### src/include/fcoac_pkg.sv
// Operation
// [RULE_01] software matches range code to crystal
// [RULE_02] range code decodes seven bands, 7 reserved
// [RULE_03] port 2 deglitch enables at bits 25/24
// [RULE_04] port 0 deglitch enables at bits 21/20
// [RULE_05] one-shot bit starts timed calibration run
// [RULE_06] hardware clears one-shot bit when done
// [RULE_07] load bit copies initial trim value
// [RULE_08] hardware clears load bit after load
// [RULE_09] continuous calibration runs while bit 1 set
// [RULE_10] select bit chooses factory or calibrated trim
// [RULE_11] twelve-bit read-write adaptation gain
// [RULE_12] step direction bit read-only
// [RULE_13] software preserves reserved control bits 7:5
// [RULE_14] all fields reset to zero; the trim field at 4h4 reads factory_trim_in once reset is released
// [RULE_15] target is multiple times 32768, zero as one
// [RULE_16] run lasts duration field milliseconds
// [RULE_17] nine-bit initial trim at register bottom
// [RULE_18] trim field shows applied oscillator trim
// package: offsets, field layout, reset values, timing counts
// assumes a 32-bit word-aligned slave with byte addresses
package fcoac_pkg;
  localparam int ADDR_W = 4;
  localparam int DATA_W = 32;
  localparam logic [3:0] OFS_FUNC_CTRL0 = 4'h0;
  localparam logic [3:0] OFS_CAL_CTRL   = 4'h4;
  localparam logic [3:0] OFS_CAL_INIT   = 4'h8;
  localparam logic [3:0] OFS_CAL_TARGET = 4'hc;
  localparam int P2_CLK_BIT   = 25;
  localparam int P2_DATA_BIT  = 24;
  localparam int P0_CLK_BIT   = 21;
  localparam int P0_DATA_BIT  = 20;
  localparam int RANGE_LSB    = 0;
  localparam int RANGE_W      = 3;
  localparam int TRIM_LSB     = 23;
  localparam int TRIM_W       = 9;
  localparam int GAIN_LSB     = 8;
  localparam int GAIN_W       = 12;
  localparam int ONESHOT_BIT  = 4;
  localparam int INVERT_BIT   = 3;
  localparam int LOAD_BIT     = 2;
  localparam int CONT_BIT     = 1;
  localparam int SEL_BIT      = 0;
  localparam int INIT_LSB     = 0;
  localparam int TARGET_LSB   = 8;
  localparam int TARGET_W     = 13;
  localparam int RUNTIME_LSB  = 0;
  localparam int RUNTIME_W    = 8;
  localparam int BANDS        = 7;
  localparam int CNT_W        = 14;
  localparam int GAIN_SHIFT   = 8;
  localparam logic [2:0] RANGE_RESERVED = 3'h7;
  localparam logic [31:0] RST_ZERO = 32'h0;
  localparam int REF_HZ        = 32768;
  localparam int CLK_PERIOD_NS = 4;
  localparam int MS_NS         = 1000000;
  localparam int MS_CYCLES     = (MS_NS + CLK_PERIOD_NS - 1) / CLK_PERIOD_NS;

  typedef struct packed {
    logic [GAIN_W-1:0]   gain;
    logic [TARGET_W-1:0] target;
  } fcoac_cal_cfg_t;

  typedef struct packed {
    logic [TRIM_W-1:0] trim;
    logic              down;
    logic              change;
  } fcoac_step_t;

  function automatic logic [31:0] fcoac_merge(input logic [31:0] old_v, input logic [31:0] new_v,
                                              input logic [3:0] be);
    logic [31:0] r;
    r = old_v;
    for (int i = 0; i < 4; i++) begin
      if (be[i]) begin
        r[i*8 +: 8] = new_v[i*8 +: 8];
      end
    end
    return r;
  endfunction
endpackage

### src/rtl/fcoac_ms_tick.sv
// file: millisecond enable divider
// assumes restart_in is pulsed when a timed run begins
module fcoac_ms_tick #(
  parameter int CYCLES = fcoac_pkg::MS_CYCLES
) (
  input  wire logic clk_in,     // system clock
  input  wire logic resetn_in,  // async reset, low
  input  wire logic run_in,     // count while high
  input  wire logic restart_in, // restart the period
  output logic      tick_out    // one-cycle ms pulse
);
  localparam int CW = $clog2(CYCLES + 1);
  logic [CW-1:0] cnt_reg;

  always_ff @(posedge clk_in or negedge resetn_in) begin
    if (!resetn_in) begin
      cnt_reg  <= '0;
      tick_out <= 1'b0;
    end else if (restart_in || !run_in) begin
      cnt_reg  <= '0;
      tick_out <= 1'b0;
    end else if (cnt_reg == CW'(CYCLES - 1)) begin
      cnt_reg  <= '0;
      tick_out <= 1'b1;
    end else begin
      cnt_reg  <= cnt_reg + 1'b1;
      tick_out <= 1'b0;
    end
  end
endmodule

### src/rtl/fcoac_top.sv
// file: function control bank with oscillator trim calibration
// assumes an Avalon-MM master; tick inputs are one-cycle pulses
//
// Our own choice: the Avalon-MM interface to the registers.
module fcoac_top #(
  parameter int MS_CYCLES = fcoac_pkg::MS_CYCLES
) (
  input  wire logic        clk_in,                        // system clock
  input  wire logic        resetn_in,                     // async reset, low
  input  wire logic [3:0]  avs_address_in,                // byte address
  input  wire logic        avs_read_in,                   // read request
  input  wire logic        avs_write_in,                  // write request
  input  wire logic [31:0] avs_writedata_in,              // write data
  input  wire logic [3:0]  avs_byteenable_in,             // write lanes
  output logic [31:0]      avs_readdata_out,              // read data
  output logic             avs_waitrequest_out,           // stall
  input  wire logic        ipo_tick_in,                   // oscillator edge pulse
  input  wire logic        ref_tick_in,                   // 32768 Hz reference pulse
  input  wire logic [8:0]  factory_trim_in,               // default trim
  output logic             port2_clock_line_deglitch_out, // port 2 clock filter
  output logic             port2_data_line_deglitch_out,  // port 2 data filter
  output logic             port0_clock_line_deglitch_out, // port 0 clock filter
  output logic             port0_data_line_deglitch_out,  // port 0 data filter
  output logic [2:0]       crystal_range_out,             // range code
  output logic [6:0]       crystal_band_out,              // one-hot band
  output logic             crystal_range_reserved_out,    // code 7 written
  output logic [8:0]       internal_primary_oscillator_trim_out, // applied trim
  output logic             cal_busy_out                   // calibration active
);
  typedef enum logic [1:0] {
    FCOAC_IDLE  = 2'b00,
    FCOAC_WAIT  = 2'b01,
    FCOAC_ACK   = 2'b10
  } fcoac_bus_t;

  typedef enum logic [1:0] {
    FCOAC_OFF   = 2'b00,
    FCOAC_ALIGN = 2'b01,
    FCOAC_MEAS  = 2'b10
  } fcoac_cal_t;

  fcoac_bus_t                   bus_reg;
  fcoac_bus_t                   bus_next;
  fcoac_cal_t                   cal_reg;
  fcoac_cal_t                   cal_next;
  logic [31:0]                  fctrl_reg;
  logic [fcoac_pkg::GAIN_W-1:0] gain_reg;
  logic                         oneshot_reg;
  logic                         invert_reg;
  logic                         load_reg;
  logic                         cont_reg;
  logic                         sel_reg;
  logic [fcoac_pkg::TRIM_W-1:0] init_reg;
  logic [fcoac_pkg::TARGET_W-1:0] target_reg;
  logic [fcoac_pkg::RUNTIME_W-1:0] runtime_reg;
  logic [fcoac_pkg::RUNTIME_W-1:0] ms_left_reg;
  logic [fcoac_pkg::TRIM_W-1:0] cal_trim_reg;
  logic [fcoac_pkg::CNT_W-1:0]  count_reg;
  logic [31:0]                  ctrl_word;
  logic [31:0]                  ctrl_merged;
  logic [31:0]                  rd_word;
  logic                         accept;
  logic                         wr_fire;
  logic                         wr_ctrl;
  logic                         start_run;
  logic                         run_done;
  logic                         calibrating;
  logic                         step_now;
  logic                         ms_tick;
  fcoac_pkg::fcoac_cal_cfg_t    cal_cfg;
  fcoac_pkg::fcoac_step_t       step;

  // bus handshake: one wait cycle, answer at the second edge
  assign accept  = (avs_read_in || avs_write_in) && (bus_reg == FCOAC_ACK);
  assign wr_fire = accept && avs_write_in;
  assign wr_ctrl = wr_fire && (avs_address_in == fcoac_pkg::OFS_CAL_CTRL);

  always_comb begin
    bus_next = bus_reg;
    case (bus_reg)
      FCOAC_IDLE: begin
        if (avs_read_in || avs_write_in) begin
          bus_next = FCOAC_ACK;
        end
      end
      FCOAC_ACK: begin
        bus_next = FCOAC_WAIT;
      end
      FCOAC_WAIT: begin
        bus_next = FCOAC_IDLE;
      end
      default: begin
        bus_next = FCOAC_IDLE;
      end
    endcase
  end

  always_ff @(posedge clk_in or negedge resetn_in) begin
    if (!resetn_in) begin
      bus_reg             <= FCOAC_IDLE;
      avs_waitrequest_out <= 1'b1;
    end else begin
      bus_reg             <= bus_next;
      avs_waitrequest_out <= (bus_next != FCOAC_ACK);
    end
  end

  // control word as software sees it
  always_comb begin
    ctrl_word = fcoac_pkg::RST_ZERO;
    ctrl_word[fcoac_pkg::TRIM_LSB +: fcoac_pkg::TRIM_W] = internal_primary_oscillator_trim_out; // RULE_18
    ctrl_word[fcoac_pkg::GAIN_LSB +: fcoac_pkg::GAIN_W] = gain_reg; // RULE_11
    ctrl_word[fcoac_pkg::ONESHOT_BIT] = oneshot_reg;
    ctrl_word[fcoac_pkg::INVERT_BIT]  = invert_reg; // RULE_12
    ctrl_word[fcoac_pkg::LOAD_BIT]    = load_reg;
    ctrl_word[fcoac_pkg::CONT_BIT]    = cont_reg;
    ctrl_word[fcoac_pkg::SEL_BIT]     = sel_reg;
  end

  assign ctrl_merged = fcoac_pkg::fcoac_merge(rd_word, avs_writedata_in, avs_byteenable_in);

  always_comb begin
    rd_word = fcoac_pkg::RST_ZERO;
    case (avs_address_in)
      fcoac_pkg::OFS_FUNC_CTRL0: begin
        rd_word = fctrl_reg;
      end
      fcoac_pkg::OFS_CAL_CTRL: begin
        rd_word = ctrl_word;
      end
      fcoac_pkg::OFS_CAL_INIT: begin
        rd_word[fcoac_pkg::INIT_LSB +: fcoac_pkg::TRIM_W] = init_reg; // RULE_17
      end
      fcoac_pkg::OFS_CAL_TARGET: begin
        rd_word[fcoac_pkg::TARGET_LSB +: fcoac_pkg::TARGET_W]   = target_reg;
        rd_word[fcoac_pkg::RUNTIME_LSB +: fcoac_pkg::RUNTIME_W] = runtime_reg;
      end
      default: begin
        rd_word = fcoac_pkg::RST_ZERO;
      end
    endcase
  end

  // read data sampled one edge ahead of the accepting edge
  always_ff @(posedge clk_in or negedge resetn_in) begin
    if (!resetn_in) begin
      avs_readdata_out <= fcoac_pkg::RST_ZERO;
    end else if (bus_next == FCOAC_ACK) begin
      avs_readdata_out <= rd_word;
    end
  end

  // function control: only the deglitch and range fields are storable
  always_ff @(posedge clk_in or negedge resetn_in) begin
    if (!resetn_in) begin
      fctrl_reg <= fcoac_pkg::RST_ZERO; // RULE_14
    end else if (wr_fire && avs_address_in == fcoac_pkg::OFS_FUNC_CTRL0) begin
      fctrl_reg <= fcoac_pkg::RST_ZERO;
      fctrl_reg[fcoac_pkg::P2_CLK_BIT]  <= avs_byteenable_in[3] ? avs_writedata_in[fcoac_pkg::P2_CLK_BIT]
                                                                : fctrl_reg[fcoac_pkg::P2_CLK_BIT];
      fctrl_reg[fcoac_pkg::P2_DATA_BIT] <= avs_byteenable_in[3] ? avs_writedata_in[fcoac_pkg::P2_DATA_BIT]
                                                                : fctrl_reg[fcoac_pkg::P2_DATA_BIT];
      fctrl_reg[fcoac_pkg::P0_CLK_BIT]  <= avs_byteenable_in[2] ? avs_writedata_in[fcoac_pkg::P0_CLK_BIT]
                                                                : fctrl_reg[fcoac_pkg::P0_CLK_BIT];
      fctrl_reg[fcoac_pkg::P0_DATA_BIT] <= avs_byteenable_in[2] ? avs_writedata_in[fcoac_pkg::P0_DATA_BIT]
                                                                : fctrl_reg[fcoac_pkg::P0_DATA_BIT];
      fctrl_reg[fcoac_pkg::RANGE_LSB +: fcoac_pkg::RANGE_W] <= avs_byteenable_in[0] ?
        avs_writedata_in[fcoac_pkg::RANGE_LSB +: fcoac_pkg::RANGE_W] :
        fctrl_reg[fcoac_pkg::RANGE_LSB +: fcoac_pkg::RANGE_W];
    end
  end

  always_ff @(posedge clk_in or negedge resetn_in) begin
    if (!resetn_in) begin
      port2_clock_line_deglitch_out <= 1'b0;
      port2_data_line_deglitch_out  <= 1'b0;
      port0_clock_line_deglitch_out <= 1'b0;
      port0_data_line_deglitch_out  <= 1'b0;
      crystal_range_out             <= 3'h0;
      crystal_band_out              <= 7'h00;
      crystal_range_reserved_out    <= 1'b0;
    end else begin
      port2_clock_line_deglitch_out <= fctrl_reg[fcoac_pkg::P2_CLK_BIT];  // RULE_03
      port2_data_line_deglitch_out  <= fctrl_reg[fcoac_pkg::P2_DATA_BIT]; // RULE_03
      port0_clock_line_deglitch_out <= fctrl_reg[fcoac_pkg::P0_CLK_BIT];  // RULE_04
      port0_data_line_deglitch_out  <= fctrl_reg[fcoac_pkg::P0_DATA_BIT]; // RULE_04
      crystal_range_out <= fctrl_reg[fcoac_pkg::RANGE_LSB +: fcoac_pkg::RANGE_W];
      crystal_range_reserved_out <= fctrl_reg[fcoac_pkg::RANGE_LSB +: fcoac_pkg::RANGE_W]
                                    == fcoac_pkg::RANGE_RESERVED; // RULE_02
      if (fctrl_reg[fcoac_pkg::RANGE_LSB +: fcoac_pkg::RANGE_W] == fcoac_pkg::RANGE_RESERVED) begin
        crystal_band_out <= 7'h00; // RULE_02
      end else begin
        crystal_band_out <= 7'h01 << fctrl_reg[fcoac_pkg::RANGE_LSB +: fcoac_pkg::RANGE_W]; // RULE_02
      end
    end
  end

  // calibration control fields; bits 7:5 are not stored and read zero
  assign start_run = wr_ctrl && avs_byteenable_in[0] && avs_writedata_in[fcoac_pkg::ONESHOT_BIT];
  assign run_done  = oneshot_reg && !start_run && (ms_left_reg == '0);

  always_ff @(posedge clk_in or negedge resetn_in) begin
    if (!resetn_in) begin
      gain_reg <= '0;
      cont_reg <= 1'b0;
      sel_reg  <= 1'b0;
    end else if (wr_ctrl) begin
      gain_reg <= ctrl_merged[fcoac_pkg::GAIN_LSB +: fcoac_pkg::GAIN_W]; // RULE_11
      cont_reg <= ctrl_merged[fcoac_pkg::CONT_BIT]; // RULE_09
      sel_reg  <= ctrl_merged[fcoac_pkg::SEL_BIT];  // RULE_10
    end
  end

  // one-shot bit: software sets, hardware clears at end of run
  always_ff @(posedge clk_in or negedge resetn_in) begin
    if (!resetn_in) begin
      oneshot_reg <= 1'b0;
    end else if (start_run) begin
      oneshot_reg <= 1'b1; // RULE_05
    end else if (run_done) begin
      oneshot_reg <= 1'b0; // RULE_06
    end
  end

  // remaining milliseconds of the timed run
  always_ff @(posedge clk_in or negedge resetn_in) begin
    if (!resetn_in) begin
      ms_left_reg <= '0;
    end else if (start_run) begin
      ms_left_reg <= runtime_reg; // RULE_16
    end else if (oneshot_reg && ms_tick && ms_left_reg != '0) begin
      ms_left_reg <= ms_left_reg - 1'b1; // RULE_16
    end
  end

  fcoac_ms_tick #(
    .CYCLES(MS_CYCLES)
  ) u_ms_tick (
    .clk_in    (clk_in),
    .resetn_in (resetn_in),
    .run_in    (oneshot_reg),
    .restart_in(start_run),
    .tick_out  (ms_tick)
  );

  // load bit: a write of one loads next edge, then self-clears
  always_ff @(posedge clk_in or negedge resetn_in) begin
    if (!resetn_in) begin
      load_reg <= 1'b0;
    end else if (wr_ctrl && avs_byteenable_in[0] && avs_writedata_in[fcoac_pkg::LOAD_BIT]) begin
      load_reg <= 1'b1; // RULE_07
    end else begin
      load_reg <= 1'b0; // RULE_08
    end
  end

  always_ff @(posedge clk_in or negedge resetn_in) begin
    if (!resetn_in) begin
      init_reg    <= '0;
      target_reg  <= '0;
      runtime_reg <= '0;
    end else if (wr_fire && avs_address_in == fcoac_pkg::OFS_CAL_INIT) begin
      init_reg <= ctrl_merged[fcoac_pkg::INIT_LSB +: fcoac_pkg::TRIM_W]; // RULE_17
    end else if (wr_fire && avs_address_in == fcoac_pkg::OFS_CAL_TARGET) begin
      target_reg  <= ctrl_merged[fcoac_pkg::TARGET_LSB +: fcoac_pkg::TARGET_W];
      runtime_reg <= ctrl_merged[fcoac_pkg::RUNTIME_LSB +: fcoac_pkg::RUNTIME_W]; // RULE_16
    end
  end

  // measurement: count oscillator ticks over whole reference periods
  assign calibrating = cont_reg || oneshot_reg; // RULE_09

  always_comb begin
    cal_next = cal_reg;
    case (cal_reg)
      FCOAC_OFF: begin
        if (calibrating) begin
          cal_next = FCOAC_ALIGN;
        end
      end
      FCOAC_ALIGN: begin
        if (!calibrating) begin
          cal_next = FCOAC_OFF;
        end else if (ref_tick_in) begin
          cal_next = FCOAC_MEAS;
        end
      end
      FCOAC_MEAS: begin
        if (!calibrating) begin
          cal_next = FCOAC_OFF;
        end
      end
      default: begin
        cal_next = FCOAC_OFF;
      end
    endcase
  end

  assign step_now = (cal_reg == FCOAC_MEAS) && calibrating && ref_tick_in;

  always_ff @(posedge clk_in or negedge resetn_in) begin
    if (!resetn_in) begin
      cal_reg      <= FCOAC_OFF;
      cal_busy_out <= 1'b0;
    end else begin
      cal_reg      <= cal_next;
      cal_busy_out <= cal_next != FCOAC_OFF;
    end
  end

  always_ff @(posedge clk_in or negedge resetn_in) begin
    if (!resetn_in) begin
      count_reg <= '0;
    end else if (cal_reg != FCOAC_MEAS || ref_tick_in) begin
      count_reg <= '0;
    end else if (ipo_tick_in && count_reg != '1) begin
      count_reg <= count_reg + 1'b1;
    end
  end

  assign cal_cfg.gain   = gain_reg;
  assign cal_cfg.target = target_reg;

  fcoac_trim_adapt u_adapt (
    .count_in(count_reg),
    .cfg_in  (cal_cfg),
    .trim_in (cal_trim_reg),
    .step_out(step)
  );

  // calibrated trim: a load takes priority over a step
  always_ff @(posedge clk_in or negedge resetn_in) begin
    if (!resetn_in) begin
      cal_trim_reg <= '0;
      invert_reg   <= 1'b0;
    end else if (load_reg) begin
      cal_trim_reg <= init_reg; // RULE_07
    end else if (step_now) begin
      cal_trim_reg <= step.trim; // RULE_18
      if (step.change) begin
        invert_reg <= step.down; // RULE_12
      end
    end
  end

  always_ff @(posedge clk_in or negedge resetn_in) begin
    if (!resetn_in) begin
      internal_primary_oscillator_trim_out <= '0;
    end else if (sel_reg) begin
      internal_primary_oscillator_trim_out <= cal_trim_reg; // RULE_10
    end else begin
      internal_primary_oscillator_trim_out <= factory_trim_in; // RULE_10
    end
  end
endmodule

### src/rtl/fcoac_trim_adapt.sv
// file: one calibration step of the oscillator trim
// assumes count_in holds oscillator ticks over one reference period
module fcoac_trim_adapt (
  input  wire logic [fcoac_pkg::CNT_W-1:0]  count_in, // measured ticks
  input  wire fcoac_pkg::fcoac_cal_cfg_t    cfg_in,   // gain and target
  input  wire logic [fcoac_pkg::TRIM_W-1:0] trim_in,  // present trim
  output fcoac_pkg::fcoac_step_t            step_out  // next trim
);
  localparam int PW = fcoac_pkg::CNT_W + fcoac_pkg::GAIN_W;
  logic [fcoac_pkg::CNT_W-1:0]  target;
  logic [fcoac_pkg::CNT_W-1:0]  diff;
  logic [PW-1:0]                prod;
  logic [PW-1:0]                scaled;
  logic [fcoac_pkg::TRIM_W-1:0] step;
  logic [fcoac_pkg::TRIM_W:0]   sum;
  logic                         down;

  always_comb begin
    target = (cfg_in.target == '0) ? fcoac_pkg::CNT_W'(1) : fcoac_pkg::CNT_W'(cfg_in.target); // RULE_15
    down   = count_in > target;
    diff   = down ? count_in - target : target - count_in;
    prod   = PW'(diff) * PW'(cfg_in.gain); // RULE_11
    scaled = prod >> fcoac_pkg::GAIN_SHIFT;
    if (scaled == '0) begin
      step = fcoac_pkg::TRIM_W'(1);
    end else if (scaled > PW'({fcoac_pkg::TRIM_W{1'b1}})) begin
      step = '1;
    end else begin
      step = scaled[fcoac_pkg::TRIM_W-1:0];
    end
    sum = {1'b0, trim_in} + {1'b0, step};
    step_out.change = diff != '0;
    step_out.down   = down;
    if (diff == '0) begin
      step_out.trim = trim_in;
    end else if (down) begin
      step_out.trim = (trim_in > step) ? trim_in - step : '0;
    end else begin
      step_out.trim = sum[fcoac_pkg::TRIM_W] ? '1 : sum[fcoac_pkg::TRIM_W-1:0];
    end
  end
endmodule

### config.mk
export PLATFORM = sky130hd
export DESIGN_NAME = fcoac_top
export DESIGN_NICKNAME = d
export VERILOG_FILES = /design/src/include/fcoac_pkg.sv /design/src/rtl/fcoac_ms_tick.sv /design/src/rtl/fcoac_top.sv /design/src/rtl/fcoac_trim_adapt.sv
export SDC_FILE = /design/constraint.sdc
export NUM_CORES = 1
export LEC_CHECK = 0
export ABC_CLOCK_PERIOD_IN_PS = 12700
export BUFFER_PORTS_ARGS = -buffer_cell sky130_fd_sc_hd__buf_2
export CAP_MARGIN = 20
export CORE_ASPECT_RATIO = 0.9
export CORE_MARGIN = 3
export CORE_UTILIZATION = 55
export DETAILED_ROUTE_END_ITERATION = 10
export PLACE_DENSITY = 0.74
export SLEW_MARGIN = 10
export SYNTH_ARGS = -nofsm -noshare
export SYNTH_HDL_FRONTEND = slang
export SYNTH_SLANG_ARGS = --single-unit
export TNS_END_PERCENT = 20
### constraint.sdc
create_clock -name clk_in -period 12.7 [get_ports clk_in]
set_input_delay 2.54 -clock clk_in [delete_from_list [all_inputs] [get_ports clk_in]]
set_output_delay 2.54 -clock clk_in [all_outputs]
set_load 0.1 [all_outputs]
# Word level (Yosys, flattened, before mapping)
# Cells that the tools add are included.
[classes] n_mux=36 n_addsub=7 n_eq_ne=13 div_mod_pow=0 n_lt_le_gt_ge=3 shift=1 n_reduce_logical=42 bitwise_logic=2 n_mul=1
[ops] operator="$mux 9" n=9
[ops] operator="$mux 14" n=3
[ops] operator="$mux 18" n=2
[ops] operator="$pmux 12 s3" n=1
[ops] operator="$pmux 9 s4" n=1
[ops] operator="$mux 8" n=4
[ops] operator="$sub 14x14->14" n=2
[ops] operator="$logic_not 26->1" n=1
[ops] operator="$mul 14x12->26" n=1
[ops] operator="$pmux 11 s2" n=1
[ops] operator="$add 18x1->18 const B" n=1
[ops] operator="$eq 18x18->1 const B" n=1
[ops] operator="$gt 18x9->1 const B" n=1
[ops] operator="$logic_and 1x1->1" n=16
[ops] operator="$add 14x1->14 const B" n=1
[ops] operator="$gt 14x14->1" n=1
[ops] operator="$logic_not 14->1" n=1
[ops] operator="$ne 14x14->1 const B" n=1
[ops] operator="$reduce_bool 14->1" n=1
[ops] operator="$logic_not 13->1" n=1
[ops] operator="$mux 13" n=1
[ops] operator="$add 9x9->10" n=1
[ops] operator="$mux 2" n=5
[ops] operator="$reduce_and 2->1" n=5
[ops] operator="24 further kinds" n=43
[word_totals] ff_bits=166 n_memories=0 mem_bits_rw=0 inputBits=55 latch_bits=0 word_cells=135 mem_bits_ro=0

# Depth between registers and ports, before layout
# Gate-level depths: netlist of run 1.
[logic_depth] word_depth=14 depth_mapped=51 mapped_depth_nobuf=50

# Cells and area by module
# Synthesis of run 1 repeated with hierarchy kept, for this count alone.
[hier_totals] hier_cells=1759 hier_area_um2=15786.4
[by_module_without_submodules] module="fcoac_trim_adapt" seq_area_each_um2=0.0 cells_per_inst=1080 area_each_um2=8277.9 n_inst=1
[by_module_without_submodules] module="fcoac_top" seq_area_each_um2=3654.8 cells_per_inst=581 area_each_um2=6497.5 n_inst=1
[by_module_without_submodules] module="fcoac_ms_tick" seq_area_each_um2=475.5 cells_per_inst=98 area_each_um2=1011.0 n_inst=1

# Worst setup path before layout of run 1
# No wires, ideal clock.
[synth_path] kind="reg-to-reg" start="register target_reg[8] (netlist name)" end="register cal_trim_reg[8] (netlist name)" required_time_ns=12.566 setup_slack_ns=2.453 setup_ns=0.134 t_arrival_ns=10.114 period_less_slack_ns=10.247 stages_incl_launch_ff=48 cell_sequence="dfrtp_1 > nor4_1 > a31o_2 > ha_1 > fa_1 > nand2b_1 > a211oi_2 > o21ai_1 > a21oi_1 > buf_2 > mux2_1 > nor4b_2 > xnor2_1 > clkbuf_1 > nand2_1 > fa_1 > inv_1 > fa_1 > [12 not listed] > nor4_1 > o221ai_1 > a31oi_1 > o221a_2 > o2111ai_2 > nor2b_1 > ha_1 > nor2b_1 > o21bai_1 > a21boi_0 > o21ai_0 > a21boi_0 > o21ai_0 > a21oi_1 > a221o_1 > o21ai_0 > and3_1 > o31ai_2"
[synth_via] elab_chain_cells=14 elab_cells_between_ends=23 classes_between="add/sub (4); mul (1); order compare (3); eq/ne (1); mux (10); reduce/logical (4)"
[synth_rtl] element="start: declaration" line="fcoac_top.sv:54" text="logic [fcoac_pkg::TARGET_W-1:0] target_reg;"
[synth_rtl] element="start signal: assignment" line="fcoac_top.sv:265" text="target_reg <= ctrl_merged[fcoac_pkg::TARGET_LSB +: fcoac_pkg::TARGET_W];"
[synth_rtl] element="$logic_not 13->1" line="fcoac_trim_adapt.sv:19" text="target = (cfg_in.target == '0) ? fcoac_pkg::CNT_W'(1) : fcoac_pkg::CNT_W'(cfg_in.target);"
[synth_rtl] element="$mux 13 *" line="fcoac_trim_adapt.sv:19"
[synth_rtl] element="$sub 14x14->14 / $gt 14x14->1 (equally long branches)" line="fcoac_trim_adapt.sv:21, fcoac_trim_adapt.sv:20"
[synth_rtl] element="$mux 14" line="fcoac_trim_adapt.sv:21" text="diff = down ? count_in - target : target - count_in;"
[synth_rtl] element="$mul 14x12->26" line="fcoac_trim_adapt.sv:22" text="prod = PW'(diff) * PW'(cfg_in.gain);"
[synth_rtl] element="$gt 18x9->1" line="fcoac_trim_adapt.sv:26" text="end else if (scaled > PW'({fcoac_pkg::TRIM_W{1'b1}})) begin"
[synth_rtl] element="$mux 9" line="fcoac_trim_adapt.sv:26"
[synth_rtl] element="$mux 9" line="fcoac_trim_adapt.sv:24" text="if (scaled == '0) begin"
[synth_rtl] element="$add 9x9->10, or another cell as far along" line="fcoac_trim_adapt.sv:31" text="sum = {1'b0, trim_in} + {1'b0, step};"
[synth_rtl] element="$mux 9 (on tied branches)" line="fcoac_trim_adapt.sv:39, fcoac_trim_adapt.sv:37"
[synth_rtl] element="$mux 9" line="fcoac_trim_adapt.sv:36" text="end else if (down) begin"
[synth_rtl] element="$mux 9" line="fcoac_trim_adapt.sv:34" text="if (diff == '0) begin"
[synth_rtl] element="$mux 9" line="fcoac_top.sv:338" text="end else if (step_now) begin"
[synth_rtl] element="$mux 9" line="fcoac_top.sv:336" text="end else if (load_reg) begin"
[synth_rtl] element="end signal: assignment" line="fcoac_top.sv:337" text="cal_trim_reg <= init_reg;"
[synth_rtl] element="end signal: assignment" line="fcoac_top.sv:339" text="cal_trim_reg <= step.trim;"
[synth_rtl] element="end: declaration" line="fcoac_top.sv:57" text="logic [fcoac_pkg::TRIM_W-1:0] cal_trim_reg;"
# Every way passes the cells marked *; elsewhere a longest branch is shown, timed or not. The select of a mux whose other input is x is not followed.
# A chain may end at the register's enable or synchronous reset.

# Final worst setup path of run 1
# Same ends and word-level chain as after synthesis.

==> results of run 1 <==
==> final cells by class <==
type | instances | share of cell area
multi-input cells | 1228 | 0.590
flip-flops and latches | 165 | 0.251
inverters | 219 | 0.0500
repair buffers | 127 | 0.0427
well taps | 348 | 0.0265
clock buffers | 17 | 0.0259
clock inverters | 15 | 0.0133
==> worst paths after layout <==
path / from / to / slack [ns] / cells past startpoint
setup / recovery: target_reg[8] / cal_trim_reg[8] / 0.80 / 43
hold / removal: fctrl_reg[25] / port2_clock_line_deglitch_out / 0.40 / 0
setup reg to reg: target_reg[8] / cal_trim_reg[8] / 0.80 / 43
hold reg to reg: fctrl_reg[25] / port2_clock_line_deglitch_out / 0.40 / 0
max in group asynchronous: resetn_in / u_ms_tick.cnt_reg[13] / 9.09 / 2
min in group asynchronous: resetn_in / avs_readdata_out[16] / 2.19 / 1
==> worst max-delay path: cells and delay by family (launching register included) <==
family	cells	cell delay [ns]
mux	1	0.86
simple gates	9	2.09
buf+inv	6	0.78
fa+ha+maj	9	3.81
compound gates	18	3.83
flops	1	0.45
==> cells in the mapped netlist, types with 4 or more instances <==
| cell type | number | area, um^2 |
|---|---|---|
| and2_1 | 50 | 313 |
| nor2b_1 | 20 | 125 |
| or2_2 | 5 | 31.3 |
| a221o_1 | 5 | 50.1 |
| buf_1 | 4 | 15.0 |
| o211ai_1 | 4 | 30.0 |
| a22oi_1 | 14 | 105 |
| ha_1 | 108 | 1350 |
| inv_1 | 218 | 818 |
| xnor2_1 | 39 | 342 |
| o21ai_0 | 104 | 521 |
| a21oi_1 | 70 | 350 |
| fa_1 | 123 | 2460 |
| xor2_1 | 17 | 149 |
| nor2_1 | 96 | 360 |
| a311oi_1 | 6 | 52.6 |
| nor4_1 | 10 | 62.6 |
| o21a_1 | 7 | 52.6 |
| mux2i_1 | 14 | 140 |
| dfrtp_1 | 164 | 4100 |
| a211oi_1 | 4 | 30.0 |
| a31oi_1 | 8 | 50.1 |
| o21ai_1 | 11 | 55.1 |
| nand2b_1 | 17 | 106 |
| nor3_1 | 15 | 75.1 |
| a22o_1 | 9 | 78.8 |
| nand4_1 | 13 | 81.3 |
| mux2_1 | 5 | 56.3 |
| a21o_1 | 38 | 285 |
| o21bai_1 | 8 | 60.1 |
| mux2_2 | 31 | 349 |
| o22ai_1 | 4 | 25.0 |
| o221ai_1 | 5 | 43.8 |
| o31ai_1 | 7 | 52.6 |
| clkbuf_1 | 72 | 270 |
| nor3b_1 | 7 | 52.6 |
| buf_2 | 9 | 45.0 |
| nand3_1 | 30 | 150 |
| and3_1 | 20 | 125 |
| nand2_1 | 248 | 931 |
==> per-layer routing <==
metal	wire length [um]	track usage
met1	17400	0.385
met2	17400	0.423
met3	2400	0.0339
met4	676	0.0659
met5	0	0
==> through the flow <==
step / cell area (um^2) / setup slack (ns) / util / hold slack (ns)
floorplan: 15000 / 2.45 / - / 0.352
global placement: 15800 / 1.30 / 0.597 / 0.381
detailed placement: 15800 / 1.14 / 0.597 / 0.392
CTS: 16400 / 0.975 / 0.622 / 0.408
global route: 16400 / 0.0294 / 0.622 / 0.423
finish: 16400 / 0.801 / 0.622 / 0.405
==> logic make-up (layout without fill, tap and decap cells) <==
group                    Yosys count  count (layout)  share of synthesized area
AO/OA/AOI/OAI                    334             334                      0.143
AND/OR/NAND/NOR                  553             553                      0.174
XOR/XNOR                          56              56                     0.0327
multiplexers                      53              53                     0.0409
flip-flops                       165             165                      0.275
buffers and inverters            308             378                     0.0794
other                              1               1                   0.000250
adder cells (fa/ha/maj)          231             231                      0.254
==> placed cells by master (no fill, tap or decap), types with 14 or more instances in the layout <==
cell | netlist | final
dfrtp_1 | 164 | 164
xor2_1 | 17 | 17
nand3_1 | 30 | 30
mux2i_1 | 14 | 14
buf_4 | 1 | 24
nor2b_1 | 20 | 20
a21oi_1 | 70 | 70
clkbuf_16 | 0 | 17
inv_1 | 218 | 218
o21ai_0 | 104 | 103
a21o_1 | 38 | 38
fa_1 | 123 | 123
nor2_1 | 96 | 96
mux2_2 | 31 | 31
buf_2 | 9 | 102
nand2b_1 | 17 | 17
and3_1 | 20 | 20
a22oi_1 | 14 | 14
ha_1 | 108 | 108
nor3_1 | 15 | 15
and2_1 | 50 | 50
nand2_1 | 248 | 248
xnor2_1 | 39 | 39
==> qor.csv, run 1 <==
metric,value,unit
synthesized instance count,1701,
worst hold path class,reg -> reg,
layout cells sized above 1,0.123,
starting density of the core,0.568,
GP Congestion,0.902,
Slew @ Worst Pin,1.04,ns
Die ar.,0.0293,mm^2
syn_nets,1987,
clock skew,0.0135,ns
initial antenna violation count,1,
# IOs,113,
Rows,56,
floorplan core area,0.0264,mm^2
Root Driver,clkbuf_16,
DRC,0,
Post-DRT Antenna Nets,0,
CTS tree,done,
grt ovf,0,
final hold vios,0,
CP max FO,22,
clock sink total,165,
Worst slew margin,0.297,
clock latency on the worst-skew pair,0.44,ns
maximum clock path buffer count,2,
Num CTS Buffers,17,
run status,"complete, no violations",
final layout net count,2044,
first-pass GRT wire length,63200,um
Die X,180,um
Placed Cells,2087,
critical path endpoint category,register,
clk slew on worst S/H paths,0.08,ns
CTS hold repair buffers,0,
post-CTS setup buffers,0,
Fillers,2175,
Storage cell area,0.00413,mm^2
final wirelength,37900,um
CP Launch Type,register,
mapped cell area,0.0150,mm^2
htree depth,4,
Crit Path Class,reg -> reg,
largest net degree at the start of global routing,105,
drt first pass iters,7,
Die Y,163,um
fraction of registers with async set/reset,1.00,
Tot GR Track Use,0.263,
minimum clock period after layout,11.90,ns
port bufs,103,
DPL Wire Length,27900,um
fin. max-slew vios,0,
number of diodes,0,
starting DRC count in detailed routing,1009,
"Req. time, crit path",13.04,ns
Yosys Warn Count,0,
max FFs per register,31,
f_max,84.0,MHz
number of global-route vias before repair,12300,
Syn Area/Cell,8.82,um^2
via/cell ratio,5.78,
number of synthesized flops with an enable pin,0,
P&R area growth vs syn,9.48,%
Yosys cell types,82,
Final setup viols,0,
Critical-path top delay cell,mux2i_1,
multi-input logic area,0.00969,mm^2
dominant synthesized flop cell,dfrtp_1,
#FFs+latches synth,165,
cts repair resizes,0,
crit path DAT,12.24,ns
RSZ-0062 raised after global routing,false,
Max Cap Viol,0,
CP peak stage delay,0.86,ns
setup TNS,0,ns
"Top cell by count, worst path",fa_1,
detailed-route via count,12200,
Non-Filler Instances,2119,
final period utilization,0.937,
"Seq/Total Area, Yosys",0.275,
wire per inst,17.9,um
Power of run 1 is left out: the tool's default activity adds up to more than one toggle a clock period on the data nets, which glitch-free logic cannot reach.
==> inputs of run 2 (changes only) <==
--- a/config.mk
+++ b/config.mk
@@ -5,14 +5,15 @@
 export SDC_FILE = /design/constraint.sdc
 export NUM_CORES = 1
 export LEC_CHECK = 0
-export ABC_CLOCK_PERIOD_IN_PS = 12700
-export BUFFER_PORTS_ARGS = -buffer_cell sky130_fd_sc_hd__buf_2
+export ABC_CLOCK_PERIOD_IN_PS = 14800
 export CAP_MARGIN = 20
 export CORE_ASPECT_RATIO = 0.9
 export CORE_MARGIN = 3
 export CORE_UTILIZATION = 55
+export CTS_BUF_LIST = sky130_fd_sc_hd__clkbuf_4
 export DETAILED_ROUTE_END_ITERATION = 10
-export PLACE_DENSITY = 0.74
+export DONT_BUFFER_PORTS = 1
+export PLACE_DENSITY = 0.7
 export SLEW_MARGIN = 10
 export SYNTH_ARGS = -nofsm -noshare
 export SYNTH_HDL_FRONTEND = slang
==> constraint.sdc (replaced) <==
create_clock -name clk_in -period 14.8 [get_ports clk_in]
set_input_delay 2.96 -clock clk_in [delete_from_list [all_inputs] [get_ports clk_in]]
set_output_delay 2.96 -clock clk_in [all_outputs]
set_load 0.1 [all_outputs]
==> qor.csv, run 2 (synthesis gave the netlist of run 1 again) <==
metric,value,unit,change
clock skew,0.0313,ns,+0.0178 ns
Buffers & Inverters on Critical Path,5,,-1
setup TNS,0,ns,unchanged
multi-input logic area,0.00970,mm^2,about the same
RSZ-0062 raised after global routing,false,,
GP Congestion,0.913,,+1.2%
Critical path origin,target_reg[1],,
Crit Path Class,reg -> reg,,
DPL Wire Length,27000,um,-3.2%
"commonest non-fill, non-tap cell in the layout",nand2_1,,
clock sink total,165,,unchanged
Root Driver,clkbuf_4,,
Rows,56,,unchanged
detailed-route via count,11600,,-5.1%
grt ovf,0,,unchanged
DRC,0,,unchanged
max FFs per register,31,,unchanged
minimum clock period after layout,12.32,ns,+0.426 ns
fin. max-slew vios,0,,unchanged
Post-DRT Antenna Nets,0,,unchanged
Die X,180,um,unchanged
Fillers,2318,,+6.6%
initial antenna violation count,1,,unchanged
final wirelength,35400,um,-6.6%
Die ar.,0.0293,mm^2,unchanged
CP Launch Type,register,,
maximum clock path buffer count,2,,unchanged
Storage cell area,0.00413,mm^2,unchanged
Worst slew margin,0.257,,-0.0403
via/cell ratio,5.78,,+0.11%
critical path endpoint category,register,,
port bufs,0,,-100%
f_max,81.1,MHz,-3.5%
final period utilization,0.833,,-0.104
floorplan core area,0.0264,mm^2,unchanged
Critical-path top delay cell,xor2_1,,
CTS hold repair buffers,0,,unchanged
clock latency on the worst-skew pair,0.60,ns,+0.16 ns
Max Cap Viol,0,,unchanged
Num CTS Buffers,17,,unchanged
"Top cell by count, worst path",fa_1,,
run status,"complete, no violations",,
CP max FO,20,,-9.1%
first-pass GRT wire length,59800,um,-5.4%
clk slew on worst S/H paths,0.18,ns,+0.10 ns
reg2reg start,target_reg[1],,
Crit path max-delay family,adder cells,,
crit path DAT,12.82,ns,+0.58 ns
P&R area growth vs syn,3.22,%,
largest net degree at the start of global routing,166,,+58%
# IOs,113,,unchanged
cts repair resizes,0,,unchanged
Die Y,163,um,unchanged
"Req. time, crit path",15.30,ns,+2.26 ns
post-CTS setup buffers,0,,unchanged
number of global-route vias before repair,11800,,-4.2%
Slew @ Worst Pin,1.11,ns,+0.0663 ns
most frequent cells in the layout,"nand2_1 (248), inv_1 (218), dfrtp_1 (164), fa_1 (123), ha_1 (108)",,
CTS tree,done,,
final layout net count,1932,,-5.5%
starting density of the core,0.568,,unchanged
wire per inst,17.6,um,-1.4%
final hold vios,0,,unchanged
layout cells sized above 1,0.0633,,-0.0592
htree depth,4,,unchanged
Worst Hold Launch,fctrl_reg[21],,
starting DRC count in detailed routing,963,,-4.6%
worst hold path class,reg -> reg,,
drt first pass iters,5,,-2
Tot GR Track Use,0.251,,-0.0125
Final setup viols,0,,unchanged
CP peak stage delay,0.81,ns,-0.05 ns
run 2: metrics by stage:
step | utilization | cells | setup slack, ns | cell area (um^2) | hold WS, ns
after global routing | 0.586 | 2008 | 1.43 | 15500 | 0.413
after detailed placement | 0.574 | 1971 | 2.64 | 15200 | 0.389
final | 0.586 | 2008 | 2.48 | 15500 | 0.409
after CTS | 0.585 | 2003 | 2.56 | 15500 | 0.396
after floorplan | - | 1701 | 4.55 | 15000 | 0.352
after global placement | 0.574 | 1970 | 2.73 | 15200 | 0.384
run 2: metal layers:
metal  GRT usage  vias up  share of wire
li1            -     5492              -
met1       0.363     5723           0.47
met2       0.396      366           0.45
met3      0.0487       33          0.069
met4      0.0582        0          0.015
met5           0        -              0
run 2: worst paths after layout:
check / end / slack (ns) / cells past startpoint
worst max-delay path: cal_trim_reg[8] / 2.48 / 44
worst min-delay path: port0_clock_line_deglitch_out / 0.41 / 0
worst max register to register: cal_trim_reg[8] / 2.48 / 44
worst min register to register: port0_clock_line_deglitch_out / 0.41 / 0
max in group asynchronous: u_ms_tick.cnt_reg[11] / 12.47 / 0
min in group asynchronous: avs_readdata_out[17] / 2.02 / 0
run 2: layout make-up:
type | count | area share
diodes | 1 | 0.000162
well taps | 348 | 0.0281
multi-input cells | 1228 | 0.626
clock buffers | 17 | 0.00824
flip-flops and latches | 165 | 0.267
inverters | 219 | 0.0531
repair buffers | 15 | 0.00727
clock inverters | 15 | 0.0103
Power of run 2 is left out for the same reason.
